==> config.mk <==
export PLATFORM = sky130hd
export DESIGN_NAME = cds_counter
export DESIGN_NICKNAME = d
export VERILOG_FILES = /design/src/design/cds_pkg.sv /design/src/design/cds_counter.sv /design/src/design/cds_sync.sv
export SDC_FILE = /design/constraint.sdc
export NUM_CORES = 1
export LEC_CHECK = 0
export BUFFER_PORTS_ARGS = -buffer_cell sky130_fd_sc_hd__buf_2
export CAP_MARGIN = 0
export CORE_MARGIN = 2
export CORE_UTILIZATION = 40
export DETAILED_ROUTE_END_ITERATION = 7
export PLACE_DENSITY = 0.67
export SLEW_MARGIN = 25
export SYNTH_ARGS = -nofsm -noshare
export SYNTH_HDL_FRONTEND = slang
export SYNTH_HIERARCHICAL = 1
export SYNTH_SLANG_ARGS = --single-unit
export TNS_END_PERCENT = 30
==> constraint.sdc <==
create_clock -name clk -period 1.94 [get_ports clk]
set_input_delay 0.097 -clock clk [delete_from_list [all_inputs] [get_ports clk]]
set_output_delay 0.097 -clock clk [all_outputs]
set_load 0.005 [all_outputs]
==> src/design/cds_pkg.sv <==
// Package with constants for the counter/delay snapshot readout block
package cds_pkg;
    // ************************************************************
    // Widths and reset values
    // ************************************************************
    localparam int unsigned COUNT_WIDTH     = 8;
    localparam int unsigned SYNC_STAGES     = 2;
    localparam logic [7:0]  COUNT_RESET_VAL = 8'h00;
    localparam logic [7:0]  LOAD_RESET_VAL  = 8'hFF;

    // ************************************************************
    // Clock source selection
    // ************************************************************
    typedef enum logic [0:0] {
        CDS_SRC_OSC,
        CDS_SRC_MATRIX
    } cds_src_e;
endpackage

==> src/design/cds_counter.sv <==
// Counter/delay unit with synchronised reset and coherent snapshot readout
//
// Notes on behaviour
// - Counter reset passes two flip-flops on clk before use.
// - Eight-bit count readable by host; down-count mode supported.
// - Host read request raises latch strobe copying count into read register.
// - Snapshot strobe never disturbs the running count.
// - Matrix source with nothing routed holds counter clock low, counting stops.
// - With clock stopped, every read returns the exact stable count.
`timescale 1ns/100ps
module cds_counter #(
    parameter int unsigned WIDTH = cds_pkg::COUNT_WIDTH
) (
    input  wire logic             clk,
    input  wire logic             rst_b,
    input  wire logic             cntResetIn,
    input  wire logic             oscTick,
    input  wire logic             matrixTick,
    input  wire logic             matrixRouted,
    input  wire logic             srcSelMatrix,
    input  wire logic             countDown,
    input  wire logic [WIDTH-1:0] loadValue,
    input  wire logic             readReq,
    output logic      [WIDTH-1:0] readData,
    output logic                  readValid,
    output logic      [WIDTH-1:0] countValue,
    output logic                  countOut
);
    // ************************************************************
    // Input synchronisers
    // ************************************************************
    localparam int unsigned NUM_SYNC = 5;

    logic                cntResetSync;
    logic                oscSync;
    logic                matrixSync;
    logic                routedSync;
    logic                reqSync;
    logic [NUM_SYNC-1:0] asyncVec;
    logic [NUM_SYNC-1:0] syncVec;

    // Pins from other clock domains; bit order matches the unpack below
    assign asyncVec = {readReq, matrixRouted, matrixTick, oscTick, cntResetIn};

    // One two-stage synchroniser per pin; only its second stage is read here
    for (genvar i = 0; i < NUM_SYNC; i++) begin : gSync
        cds_sync uSync (
            .clk     (clk),
            .rst_b   (rst_b),
            .asyncIn (asyncVec[i]),
            .syncOut (syncVec[i])
        );
    end

    // Synchronised copies under their working names
    assign cntResetSync = syncVec[0];
    assign oscSync      = syncVec[1];
    assign matrixSync   = syncVec[2];
    assign routedSync   = syncVec[3];
    assign reqSync      = syncVec[4];

    // ************************************************************
    // Counter state
    // ************************************************************
    logic [WIDTH-1:0] count_q,    count_d;
    logic [WIDTH-1:0] snap_q,     snap_d;
    logic             tickPrev_q, tickPrev_d;
    logic             reqPrev_q,  reqPrev_d;
    logic             valid_q,    valid_d;
    logic             out_q,      out_d;
    logic             cntClk;
    logic             tickEdge;
    logic             latchStrobe;

    // Selected counter clock; unrouted matrix source is tied low
    // Changing source while the new one is high and the old one low counts one extra edge
    always_comb begin
        if (srcSelMatrix == 1'(cds_pkg::CDS_SRC_MATRIX))
            cntClk = matrixSync & routedSync;
        else
            cntClk = oscSync;
    end

    // Rising edges of the counter clock and read request; a held request strobes once
    assign tickEdge    = cntClk & ~tickPrev_q;
    assign latchStrobe = reqSync & ~reqPrev_q;

    // Next values for count, snapshot and outputs
    always_comb begin
        count_d    = count_q;
        snap_d     = snap_q;
        tickPrev_d = cntClk;
        reqPrev_d  = reqSync;
        valid_d    = latchStrobe;
        out_d      = 1'b0;
        if (cntResetSync) begin
            count_d = loadValue;
        end else if (tickEdge) begin
            if (countDown) begin
                if (count_q == '0) begin
                    count_d = loadValue;
                    out_d   = 1'b1;
                end else begin
                    count_d = count_q - 1'b1;
                end
            end else begin
                if (count_q == loadValue) begin
                    count_d = '0;
                    out_d   = 1'b1;
                end else begin
                    count_d = count_q + 1'b1;
                end
            end
        end
        // Snapshot takes the whole registered count in one edge
        if (latchStrobe)
            snap_d = count_q;
        if (!rst_b) begin
            count_d    = WIDTH'(cds_pkg::COUNT_RESET_VAL);
            snap_d     = WIDTH'(cds_pkg::COUNT_RESET_VAL);
            tickPrev_d = 1'b0;
            reqPrev_d  = 1'b0;
            valid_d    = 1'b0;
            out_d      = 1'b0;
        end
    end

    // Register state
    always_ff @(posedge clk) begin
        count_q    <= count_d;
        snap_q     <= snap_d;
        tickPrev_q <= tickPrev_d;
        reqPrev_q  <= reqPrev_d;
        valid_q    <= valid_d;
        out_q      <= out_d;
    end

    // Outputs driven from flip-flops
    assign readData   = snap_q;
    assign readValid  = valid_q;
    assign countValue = count_q;
    assign countOut   = out_q;

    // ************************************************************
    // Assertions: snapshot path
    // ************************************************************
    snap_exact_a: assert property (@(posedge clk) disable iff (!rst_b)
        latchStrobe |=> (readData == $past(count_q)) && readValid)
        else $error("snapshot does not match count");

    snap_hold_a: assert property (@(posedge clk) disable iff (!rst_b)
        !latchStrobe |=> readData == $past(snap_q))
        else $error("snapshot changed without strobe");

    stopped_snap_a: assert property (@(posedge clk) disable iff (!rst_b)
        (latchStrobe && !tickEdge && !cntResetSync) |=> readData == countValue)
        else $error("snapshot differs from a standing count");

    valid_pulse_a: assert property (@(posedge clk) disable iff (!rst_b)
        readValid |=> !readValid)
        else $error("latch strobe longer than one cycle");

    valid_cause_a: assert property (@(posedge clk) disable iff (!rst_b)
        !latchStrobe |=> !readValid)
        else $error("read valid without a latch strobe");

    req_once_a: assert property (@(posedge clk) disable iff (!rst_b)
        (reqSync && reqPrev_q) |=> !readValid)
        else $error("held read request gave a second snapshot");

    // ************************************************************
    // Assertions: count path
    // ************************************************************
    count_undisturbed_a: assert property (@(posedge clk) disable iff (!rst_b)
        (latchStrobe && !tickEdge && !cntResetSync) |=> countValue == $past(count_q))
        else $error("strobe disturbed count");

    stopped_stable_a: assert property (@(posedge clk) disable iff (!rst_b)
        (!tickEdge && !cntResetSync) |=> countValue == $past(count_q))
        else $error("count moved without a tick");

    down_step_a: assert property (@(posedge clk) disable iff (!rst_b)
        (tickEdge && countDown && !cntResetSync && count_q != '0)
        |=> countValue == $past(count_q) - 1'b1)
        else $error("down count step wrong");

    up_step_a: assert property (@(posedge clk) disable iff (!rst_b)
        (tickEdge && !countDown && !cntResetSync && count_q != loadValue)
        |=> countValue == $past(count_q) + 1'b1)
        else $error("up count step wrong");

    down_wrap_a: assert property (@(posedge clk) disable iff (!rst_b)
        (tickEdge && countDown && !cntResetSync && count_q == '0)
        |=> (countValue == $past(loadValue)) && countOut)
        else $error("down count did not reload with a pulse");

    up_wrap_a: assert property (@(posedge clk) disable iff (!rst_b)
        (tickEdge && !countDown && !cntResetSync && count_q == loadValue)
        |=> (countValue == '0) && countOut)
        else $error("up count did not wrap with a pulse");

    out_cause_a: assert property (@(posedge clk) disable iff (!rst_b)
        (!tickEdge || cntResetSync) |=> !countOut)
        else $error("wrap pulse without a counted edge");

    reset_load_a: assert property (@(posedge clk) disable iff (!rst_b)
        cntResetSync |=> countValue == $past(loadValue))
        else $error("counter reset did not load the reload value");

    reset_quiet_a: assert property (@(posedge clk) disable iff (!rst_b)
        cntResetSync |=> !countOut)
        else $error("counter reset gave a wrap pulse");

    // ************************************************************
    // Assertions: synchroniser and clock select
    // ************************************************************
    reset_sync_a: assert property (@(posedge clk) disable iff (!rst_b)
        $rose(cntResetIn) |-> ##1 !cntResetSync ##1 cntResetSync)
        else $error("counter reset not synchronised in two stages");

    unrouted_stop_a: assert property (@(posedge clk) disable iff (!rst_b)
        (srcSelMatrix && !routedSync) |-> !tickEdge)
        else $error("counter ticked with unrouted matrix clock");
endmodule

==> src/design/cds_sync.sv <==
// Two flip-flop level synchroniser
`timescale 1ns/100ps
module cds_sync (
    input  wire logic clk,
    input  wire logic rst_b,
    input  wire logic asyncIn,
    output logic      syncOut
);
    logic stage1_q;
    logic stage1_d;
    logic syncOut_q;
    logic syncOut_d;

    // Next values: first stage feeds only the second
    always_comb begin
        stage1_d  = asyncIn;
        syncOut_d = stage1_q;
        if (!rst_b) begin
            stage1_d  = 1'b0;
            syncOut_d = 1'b0;
        end
    end

    // Register stages
    always_ff @(posedge clk) begin
        stage1_q  <= stage1_d;
        syncOut_q <= syncOut_d;
    end

    // Output straight from the second stage
    assign syncOut = syncOut_q;
endmodule

-- Word-level counts from Yosys, hierarchy flattened
Cells that the tools add are included.
- flip-flop bits (word level): 30
- bits of input ports: 17
- output and inout port bits: 18
- logic and storage cells: 38
- add/subtract/negate cells: 2
- eq/ne operators: 1
- multiplexer cells: 9
- bitwise logic cells: 7
- reduce and logical (&&, ||, !) cells: 3
- operators with widths (operator ; number):
    $mux W8 ; 5
    $add A8 B1 Y8 const B ; 1
    $eq A8 B8 Y1 ; 1
    $logic_not A8 Y1 ; 1
    $sub A8 B1 Y8 const B ; 1
    $mux W1 ; 4
    $not A1 Y1 ; 4
    $and A1 B1 Y1 ; 3
    $reduce_or A3 Y1 ; 1
    $reduce_bool A2 Y1 ; 1

-- Longest topological paths before layout
- depth after elaboration: 5
- gate-level depth with buffers: 7
- gate-level depth less buffers: 7

-- Hierarchy
The synthesis kept the hierarchy.
- modules (own cells, without submodules) (module ; times used ; cells an instance ; area an instance (µm²) ; sequential area each (µm²)):
    cds_counter ; 1 ; 168 ; 1397.6 ; 400.4
    cds_sync ; 5 ; 4 ; 52.6 ; 40.0

-- Worst setup path before layout
OpenSTA, ideal clock, no wires.
- path kind: register to register
- start point: register count_q[0] (netlist: countValue[0])
- end point: register count_q[7] (netlist: countValue[7])
- library setup time: 96 ps
- data arrival time: 1696 ps
- required time: 1844 ps
- setup slack: 149 ps
- stages on the path, launching flop included: 7
- buffers on the path: 0
- clock period less this slack: 1791 ps
- cell sequence: dfxtp_1 inv_1 ha_1 or3_1 mux2_4 o2111a_1 o41ai_2
- cells in the longest elaborated chain, start to end: 5
- elaborated cells between the ends (all ways): 9
- classes of those cells: add/sub: 2; eq/ne: 1; mux: 5; reduce/logical: 1
- ends and longest elaborated chain (element ; line ; source):
    start, declared ; cds_counter.sv:65 ; logic [WIDTH-1:0] count_q, count_d;
    start signal, assigned ; cds_counter.sv:130 ; count_q <= count_d;
    $add A8 B1 Y8, or another cell as far along ; cds_counter.sv:111 ; count_d = count_q + 1'b1;
    $mux W8, on equally long branches ; cds_counter.sv:107, cds_counter.sv:100 ;
    $mux W8 (*) ; cds_counter.sv:99 ; if (countDown) begin
    $mux W8 (*) ; cds_counter.sv:98 ; end else if (tickEdge) begin
    $mux W8 (*) ; cds_counter.sv:96 ; if (cntResetSync) begin
Mark *: on every way between the ends. The rest lies on a longest branch, timed or not. The select of a mux whose other input is x is not followed.
A chain may end at the register's enable or synchronous reset.

-- Worst setup path in the final report
- start point: register count_q[1] (netlist: countValue[1])
- end point: register count_q[7] (netlist: countValue[7])
The elaborated chain is that of the path after synthesis.

==> flow_summary.json <==
{
  "dr.pass1.iters": 4,
  "endpoint_kind": "flop",
  "worstPathRequired_ns": 2.14,
  "clock.fmax_ghz": 0.547,
  "crit_slowest_cell": "nor4b_4",
  "p_switching_mw": 0.423,
  "die_x_um": 68.4,
  "grt_pass1_wl_um": 6310,
  "rsz0062_at_grt": "no",
  "num_io_pins": 35,
  "final-hold-violation-count": 0,
  "clock_latency_ns": 0.29,
  "critPathBufInv": 1,
  "area_delta_synth_final_pct": 20.6,
  "clock-root-buffer": "clkbuf_8",
  "p_comb_share_pct": 18.9,
  "slew_violations": 0,
  "worstPathMaxFanout": 7,
  "max_stage_delay_ns": 0.39,
  "track_usage_pct": 18.5,
  "synth_ff_type": "dfxtp_1",
  "grt-ovfl-total": 0,
  "yosysUniqueCellTypes": 50,
  "power_leakage_nw": 0.887,
  "synth.cell_area_um2": 1660,
  "internal_power_mw": 1.20,
  "layout_common_cells": "buf_2, dfxtp_1, nand2_1",
  "drtIter0Drc": 127,
  "status": "complete, no violations",
  "drive_gt1_share_pct": 28.4,
  "p_seq_share_pct": 41.3,
  "cp_top_family": "simple AND/OR/NAND/NOR gates",
  "clock-sinks": 30,
  "period_minus_slack_ns": 1.83,
  "die_y_um": 68.4,
  "setup_viol": 0,
  "post_drt_wl_per_cell_um": 14.1,
  "cts.path.max_buffers": 2,
  "path_clk_slew_ns": 0.07,
  "skew_ns": 0.00693,
  "slew-limit-headroom_pct": 63.6,
  "rows": 23,
  "synthesis.nets": 208,
  "mostFrequentLayoutCell": "buf_2",
  "n_antenna_cell": 0,
  "path_class": "reg -> reg",
  "dp_slack_ns": 0.0888,
  "worst_pin_slew_ns": 0.544,
  "synth_edf_count": 0,
  "synthArstFlopShare_pct": 0,
  "hold_path.class": "in -> reg",
  "drtAntennaViolNets": 0,
  "gp_congestion": 0.905,
  "htree_levels": 2,
  "swShare_pct": 26.0,
  "final_nets": 245,
  "yosys_warnings": 6,
  "fin_util_pct": 50.0,
  "remaining_drc_errors": 0,
  "cts_buffers": 5,
  "antenna_found_initial": 0,
  "fin_crit_sh_pct": 94.3,
  "cts_tree": "done",
  "fin_setup_tns_ns": 0,
  "fin_hold_ws_ns": 0.00960,
  "synth.avg_cell_area_um2": 8.83,
  "syn_inst": 188,
  "hpwl_um": 2890,
  "synth-seq-cells": 30,
  "clkPwrFrac_pct": 39.8,
  "path_cells": "inv_2 > ha_1 > nor4b_4 > and3_4 > nand2_1 > o2111a_1 > o41ai_2",
  "fin_ws_ns": 0.111,
  "start_util_pct": 41.5,
  "crit_arrival_ns": 2.03,
  "seq_area_frac_synth_pct": 36.2,
  "cp-start-kind": "flop",
  "grt_pass1_vias": 1346,
  "maxCapViolCount": 0,
  "io_buffers": 34,
  "grt_max_degree": 23,
  "ir_worst_vdd_mv": 0.566,
  "core_area_um2": 4000,
  "die-area_um2": 4680,
  "avgViaCountPerCell": 5.29,
  "drt-total-wl_um": 3890,
  "routed-via-count": 1455,
  "p_per_area_nw_per_um2": 813
}
==> power groups by stage <==
stage | sequential [mW] | clock (mW) | combinational [mW]
floorplan | 0.670 | 0 | 0.226
global placement | 0.685 | 0 | 0.285
detailed placement | 0.686 | 0 | 0.289
CTS | 0.672 | 0.665 | 0.293
global route | 0.676 | 0.682 | 0.342
finish | 0.672 | 0.647 | 0.307
==> through the flow <==
step	power [mW]	cell area, um^2	instances
5_1_grt	1.70	2000	275
3_3_place_gp	0.970	1860	266
6_report	1.63	2000	275
2_1_floorplan	0.896	1660	188
3_5_place_dp	0.975	1860	266
4_1_cts	1.63	1980	274
==> kinds of logic after synthesis <==
kind of cell | count (synthesis) | share of synthesized area [%]
AO/OA/AOI/OAI | 39 | 18.1
adder cells (fa/ha/maj) | 3 | 2.26
XOR/XNOR | 13 | 6.86
AND/OR/NAND/NOR | 82 | 28.3
flip-flops | 30 | 36.2
buffers and inverters | 18 | 6.25
multiplexers | 3 | 2.11
==> metal layers <==
layer	global-route usage [%]	share of wire, %	routed length [um]
met1	23.0	45	1750
met2	29.9	47	1820
met3	5.92	5.9	228
met4	6.75	2.1	83
met5	0	0	0
==> state kept, by name, indices dropped and copies added (netlist names) <==
signal / flops
countOut: 1
countValue: 8
gSync.uSync/stage1_q: 5
gSync.uSync/syncOut: 5
readData: 8
readValid: 1
reqPrev_q: 1
tickPrev_q: 1
==> path summary, 6_finish.rpt <==
check	from	end	slack, ns	depth (start not counted)
max	countValue[1]	countValue[7]	0.11	7
min	cntResetIn	gSync[0].uSync/stage1_q	0.01	2
max reg2reg	countValue[1]	countValue[7]	0.11	7
min reg2reg	reqPrev_q	readValid	0.43	1
==> layout make-up <==
| cell class | count | area, um^2 |
|---|---|---|
| Timing Repair Buffer | 42 | 233 |
| Inverter | 6 | 22.5 |
| Tap cell | 50 | 62.6 |
| Clock buffer | 6 | 82.6 |
| Multi-Input combinational cell | 140 | 970 |
| Fill cell | 395 | 2000 |
| Clock inverter | 1 | 30.0 |
| Sequential cell | 30 | 602 |
==> Yosys cell counts (all sizes together) (4+ instances only) <==
master  count  share of area [%]
dfxtp      30                 36
nand2      27                6.1
a21oi      12                4.3
and2       12                4.5
xnor2      10                5.3
nor2        8                1.8
buf         7                2.5
inv         6                1.4
o21ai       6                2.0
clkbuf      5                2.4
nand2b      5                1.9
nand3       4                1.2
nand3b      4                2.6
nor2b       4                1.5
nor3        4                1.9
==> timing repair <==
| action | CTS | global route |
|---|---|---|
| hold buffers | 1 | 0 |
| setup buffers | 0 | 1 |
| endpoints found under the hold margin | 1 | 0 |
| gates resized for setup | 0 | 4 |
| setup endpoints to repair | 0 | 5 |
==> worst reg2reg max path: stages (launching register included) <==
cell	delay [ns]
dfxtp_2	0.36
inv_2	0.08
ha_1	0.17
nor4b_4	0.39
and3_4	0.28
nand2_1	0.06
o2111a_1	0.15
o41ai_2	0.26
No activity file was read; power rests on OpenSTA's default activity.
